==> config.mk <==
export PLATFORM = sky130hd
export DESIGN_NAME = cbx_exec
export DESIGN_NICKNAME = d
export VERILOG_FILES = /design/src/hw/cbx_pkg.sv /design/src/hw/cbx_alu_if.sv /design/src/hw/cbx_alu.sv /design/src/hw/cbx_exec.sv
export SDC_FILE = /design/constraint.sdc
export NUM_CORES = 1
export LEC_CHECK = 0
export BUFFER_PORTS_ARGS = -buffer_cell sky130_fd_sc_hd__buf_2
export CAP_MARGIN = 15
export CORE_MARGIN = 5
export CORE_UTILIZATION = 45
export CTS_CLUSTER_SIZE = 40
export DETAILED_ROUTE_END_ITERATION = 8
export GPL_ROUTABILITY_DRIVEN = 0
export PLACE_DENSITY = 0.78
export SYNTH_ARGS = -nofsm -noshare
export SYNTH_HDL_FRONTEND = slang
export SYNTH_SLANG_ARGS = --single-unit
==> constraint.sdc <==
create_clock -name clk_i -period 8.96 [get_ports clk_i]
set_clock_uncertainty 0.05 [all_clocks]
set_input_delay 0.896 -clock clk_i [delete_from_list [all_inputs] [get_ports clk_i]]
set_output_delay 0.896 -clock clk_i [all_outputs]
set_load 0.01 [all_outputs]
==> src/hw/cbx_pkg.sv <==
// shared constants and types for the byte-op and branch execution block
package cbx_pkg;
    localparam int INSTR_W = 14;
    localparam int DATA_W = 8;
    localparam int FADDR_W = 7;
    localparam int PC_W = 15;
    localparam int BR_W = 11;
    localparam int LIT_W = 8;
    // instruction and address latch field positions
    localparam int DEST_BIT = 7;
    localparam int OPC_HI = 13;
    localparam int OPC_LO = 8;
    localparam int LATCH_HI = 6;
    localparam int LATCH_LO = 3;
    // instruction encodings
    localparam logic [5:0] OPC_DEC_FILE = 6'h03;
    localparam logic [5:0] OPC_DEC_SKIP = 6'h0B;
    localparam logic [5:0] OPC_INC_SKIP = 6'h0F;
    localparam logic [5:0] OPC_OR_LIT = 6'h38;
    localparam logic [11:0] OPC_CLEAR_ACC = 12'h040;
    localparam logic [2:0] OPC_BRANCH = 3'h5;
    // reset values and the unit step
    localparam logic [DATA_W-1:0] W_RESET = 8'h00;
    localparam logic Z_RESET = 1'b0;
    localparam logic [PC_W-1:0] PC_RESET = 15'h0000;
    localparam logic [DATA_W-1:0] ONE = 8'h01;

    typedef enum logic [2:0] {ALU_NONE, ALU_DEC, ALU_INC, ALU_CLR, ALU_OR} cbx_alu_op_type;
    typedef enum logic [0:0] {ST_RUN, ST_SECOND} cbx_state_type;
endpackage : cbx_pkg

==> src/hw/cbx_alu_if.sv <==
// operand and result bundle between the executer and its arithmetic unit
`timescale 1ns/1ps
interface cbx_alu_if;
    import cbx_pkg::*;
    cbx_alu_op_type op;
    logic [DATA_W-1:0] a;
    logic [DATA_W-1:0] b;
    logic [DATA_W-1:0] result;
    logic zero;
    modport core (output op, output a, output b, input result, input zero);
    modport alu (input op, input a, input b, output result, output zero);
endinterface : cbx_alu_if

==> src/hw/cbx_alu.sv <==
// combinational arithmetic unit for the byte operations
`timescale 1ns/1ps
module cbx_alu
    import cbx_pkg::*;
(
    cbx_alu_if.alu bus
);
    wire [DATA_W-1:0] dec_res = bus.a - ONE;
    wire [DATA_W-1:0] inc_res = bus.a + ONE;
    wire [DATA_W-1:0] or_res = bus.a | bus.b;

    assign bus.result = (bus.op == ALU_DEC) ? dec_res :
                        (bus.op == ALU_INC) ? inc_res :
                        (bus.op == ALU_OR) ? or_res :
                        (bus.op == ALU_CLR) ? W_RESET : bus.a;
    // zero judged on the full 8-bit result
    assign bus.zero = (bus.result == W_RESET);
endmodule : cbx_alu

==> src/hw/cbx_exec.sv <==
// execution unit for decrement, clear, skip, branch and or-literal operations
`timescale 1ns/1ps
module cbx_exec
    import cbx_pkg::*;
(
    input wire logic clk_i,
    input wire logic rstn_i,
    input wire logic instr_valid_i,
    input wire logic [INSTR_W-1:0] instr_i,
    input wire logic [DATA_W-1:0] file_data_i,
    input wire logic [DATA_W-1:0] upper_address_latch_i,
    output logic instr_ready_o,
    output logic [DATA_W-1:0] w_o,
    output logic zero_o,
    output logic file_we_o,
    output logic [FADDR_W-1:0] file_addr_o,
    output logic [DATA_W-1:0] file_wdata_o,
    output logic pc_load_o,
    output logic [PC_W-1:0] pc_o,
    output logic flush_o
);
    ////////////////////////////////////////////////////////////////////////////
    cbx_alu_if alu_bus ();
    cbx_alu u_alu (.bus(alu_bus.alu));

    cbx_state_type state;
    cbx_state_type next_state;

    ////////////////////////////////////////////////////////////////////////////
    // decode
    wire [5:0] opc = instr_i[OPC_HI:OPC_LO];
    wire is_dec = (opc == OPC_DEC_FILE);
    wire is_dsz = (opc == OPC_DEC_SKIP);
    wire is_isz = (opc == OPC_INC_SKIP);
    wire is_or = (opc == OPC_OR_LIT);
    wire is_clear = (instr_i[OPC_HI:2] == OPC_CLEAR_ACC);
    wire is_branch = (instr_i[OPC_HI:BR_W] == OPC_BRANCH);
    wire to_file = instr_i[DEST_BIT];
    wire file_op = is_dec | is_dsz | is_isz;
    // second cycle of a two-cycle op is the flushed slot, so nothing is taken then
    wire take = instr_valid_i & instr_ready_o;

    assign alu_bus.op = (is_dec | is_dsz) ? ALU_DEC :
                        is_isz ? ALU_INC :
                        is_or ? ALU_OR :
                        is_clear ? ALU_CLR : ALU_NONE;
    assign alu_bus.a = is_or ? w_o : file_data_i;
    assign alu_bus.b = instr_i[LIT_W-1:0];

    wire write_w = take & ((file_op & ~to_file) | is_clear | is_or);
    wire write_f = take & file_op & to_file;
    // skip ops leave the zero flag alone
    wire write_z = take & (is_dec | is_clear | is_or);
    wire skip = take & (is_dsz | is_isz) & alu_bus.zero;
    wire branch = take & is_branch;
    wire [PC_W-1:0] branch_pc = {upper_address_latch_i[LATCH_HI:LATCH_LO],
                                 instr_i[BR_W-1:0]};
    wire next_z = is_clear ? 1'b1 : alu_bus.zero;

    assign next_state = (state == ST_RUN && (skip || branch)) ? ST_SECOND : ST_RUN;

    ////////////////////////////////////////////////////////////////////////////
    always_ff @(posedge clk_i) begin
        if (!rstn_i) begin
            state <= ST_RUN;
            instr_ready_o <= 1'b0;
        end else begin
            state <= next_state;
            instr_ready_o <= (next_state == ST_RUN);
        end
    end

    always_ff @(posedge clk_i) begin
        if (!rstn_i) begin
            w_o <= W_RESET;
            zero_o <= Z_RESET;
        end else begin
            if (write_w) begin
                w_o <= alu_bus.result;
            end
            if (write_z) begin
                zero_o <= next_z;
            end
        end
    end

    always_ff @(posedge clk_i) begin
        if (!rstn_i) begin
            file_we_o <= 1'b0;
            file_addr_o <= '0;
            file_wdata_o <= W_RESET;
        end else begin
            file_we_o <= write_f;
            if (write_f) begin
                file_addr_o <= instr_i[FADDR_W-1:0];
                file_wdata_o <= alu_bus.result;
            end
        end
    end

    always_ff @(posedge clk_i) begin
        if (!rstn_i) begin
            pc_load_o <= 1'b0;
            pc_o <= PC_RESET;
            flush_o <= 1'b0;
        end else begin
            pc_load_o <= branch;
            flush_o <= skip | branch;
            if (branch) begin
                pc_o <= branch_pc;
            end
        end
    end
endmodule : cbx_exec

==> impl_metrics.ini <==
[floorplan]
core_um2 = 5070
top_level_ports = 76
design.die.area_um2 = 6750
die_h_um = 82.1
start_util = 0.462
placementRows = 26
fp.dieW_um = 82.1

[placement]
post_dp_cell_area_um2 = 2710
dp_hpwl_um = 4930
place_inst = 427
numPortBuffers = 71

[worst_setup_path]
r2r_slack_ns = 6.09
cp-end-kind = flop
cp_slowest_cell = or4_4
crit_top_cell = nand2_1
start_kind = input pin
crit_chain = buf_2, nor2_1, nand2_1, mux2i_1, ha_1, nor3b_1, nand2_1, xnor2_1, a211oi_2, nand4b_1, or4_4, o221a_1
worstSetupPathType = in2reg
path_max_fanout = 13
critical-path-max-stage-delay_ns = 0.48
arrival_ns = 4.20
cp.required_ns = 9.09

[outcome]
outcome = finished clean

[synthesis]
yosysUniqueCellTypes = 54
synth.most_common_cell = nand2_1
netlist_instances = 303
ys_seq_elements = 44
synth-edff-count = 0
netlist_area_um2 = 2340
synth_top_cell_area_share = 0.376
synth_area_leaders = dfxtp_1 (38%), nand2_1 (9.5%), a21oi_1 (7.1%)
yosysSeqAreaShare = 0.376
yosysWarnings = 0
yosys.area.top_type = dfxtp_1
async_reset_ff_frac = 0
synth_common_cells = nand2_1 (59), dfxtp_1 (44), a21oi_1 (33)
syn_area_per_cell_um2 = 7.73
synthFlopType = dfxtp_1
synth_nets = 338

[cells_and_area]
nets = 400
drive_gt1_frac = 0.232
finalInstanceArea_um2 = 2830
num_antenna_cells = 0
layout.cells.non_filler = 436
synthToLayoutAreaGrowth_pct = 20.8

[clock_tree]
clockBufferDepth = 2
cts_resized = 0
holdBufCountCts = 0
clkSinkCount = 44
cts_root_buffer = clkbuf_8
cts_tree = yes
htreeDepth = 2
post_cts_buffers = 0
cts_buffers = 5
clk_pin_slew_worst_paths_ns = 0.08
clock_latency_ns = 0.29

[timing]
rsz0062_at_grt = no
fmax_mhz = 246
final-setup-viol-count = 0
hold_violations = 0
worst_pin_slew_ns = 1.14
fin_crit_sh = 0.454
slew_headroom = 0.227
drv_slew = 0
finalSetupTns_ns = 0
min_period_ns = 4.07

[power]
power_frac_seq = 0.531
swShare = 0.255
p_sw_w = 0.0000953
p_int_w = 0.000278
comb_power_share = 0.128
p_clk_frac = 0.340
power.density_nw_per_um2 = 132
p_leak_nw = 1.17
ir_drop_mv = 0.0504

[job]
maxCapViolCount = 0

[grt]
grt_max_degree = 43
antenna_found_initial = 0
grt_pass1_vias = 2137
grt_first_pass_wirelength_um = 10300
grt_use_total = 0.198
overflow = 0

[detailed_routing]
drt_iter0_markers = 223
wl_per_cell_um = 15.3
ant_nets = 0
wl_um = 6670
dr.pass1.iters = 5
vias = 2517
drc = 0
via_per_inst = 5.77

[worst_hold_path]
min_path_type = reg2reg
cells in the final DEF, fill, tap and decap left out, drive strengths merged, types with 3 or more instances in the layout:
| cell type | netlist | final |
|---|---|---|
| dfxtp | 44 | 44 |
| nand4 | 3 | 3 |
| or3 | 6 | 6 |
| nand2 | 59 | 59 |
| mux2i | 5 | 5 |
| a21oi | 33 | 33 |
| nand3 | 9 | 9 |
| xnor2 | 6 | 6 |
| and4 | 3 | 3 |
| or4 | 4 | 4 |
| nor2 | 31 | 31 |
| clkbuf | 12 | 7 |
| o21ai | 9 | 9 |
| and2 | 3 | 3 |
| buf | 5 | 72 |
| a211oi | 13 | 13 |
| xor2 | 5 | 5 |
| nor4 | 3 | 3 |
| inv | 5 | 5 |
| and3 | 5 | 5 |
per-stage QoR:
stage	hold slack, ns	total power [W]	setup slack (ns)	utilization
global route	0.420	0.000390	4.72	0.557
detailed placement	0.394	0.000249	4.64	0.534
finish	0.402	0.000374	4.89	0.557
CTS	0.405	0.000374	4.94	0.552
global placement	0.389	0.000248	4.80	0.534
floorplan	0.414	0.000231	5.29	-
path summary, 6_finish.rpt:
path               start       endpoint  depth (start not counted)
min              pc_o[0]        pc_o[0]                          2
max          instr_i[10]  instr_ready_o                         12
min reg2reg      pc_o[0]        pc_o[0]                          2
max reg2reg       w_o[1]  instr_ready_o                          9
power groups by stage:
stage | clock network, W | registers [W] | logic (W)
2_1_floorplan | 0 | 0.000204 | 0.0000268
3_3_place_gp | 0 | 0.000203 | 0.0000446
3_5_place_dp | 0 | 0.000203 | 0.0000454
4_1_cts | 0.000130 | 0.000199 | 0.0000456
5_1_grt | 0.000139 | 0.000199 | 0.0000520
6_report | 0.000127 | 0.000199 | 0.0000479
logic make-up after synthesis:
kind of cell               after synthesis  synth area share
muxes                                    6            0.0262
buffers and inverters                   23            0.0449
DFF                                     44             0.376
xor gates and xnor gates                11            0.0411
and+or+nand+nor                        139             0.287
adders and majority gates                2            0.0107
AOI/OAI and AO/OA                       78             0.214
flip-flops by register name (all words and copies together), names as in the netlist:
name           cells
pc_o              15
file_wdata_o       8
w_o                8
file_addr_o        7
file_we_o          1
flush_o            1
instr_ready_o      1
pc_load_o          1
state              1
zero_o             1
critical path, delay by kind of cell:
family	cells	cell delay, ns
AOI/OAI and AO/OA	2	0.61
xor gates and xnor gates	1	0.16
adders and majority gates	1	0.24
buffers and inverters	1	0.16
muxes	1	0.31
and+or+nand+nor	6	1.82
layout make-up:
| class | instances | area, um2 |
|---|---|---|
| multi-input combinational | 236 | 1360 |
| timing repair buffer | 72 | 383 |
| sequential | 44 | 881 |
| clock buffer | 7 | 86.3 |
| fill | 523 | 2250 |
| tap | 70 | 87.6 |
| clock inverter | 1 | 7.51 |
| inverter | 6 | 22.5 |
layer usage:
layer,global-route usage,wire [um]
met5,0,0
met4,0.0515,69
met3,0.0412,575
met2,0.316,3060
met1,0.272,2960
No activity file was read; power rests on OpenSTA's default activity.
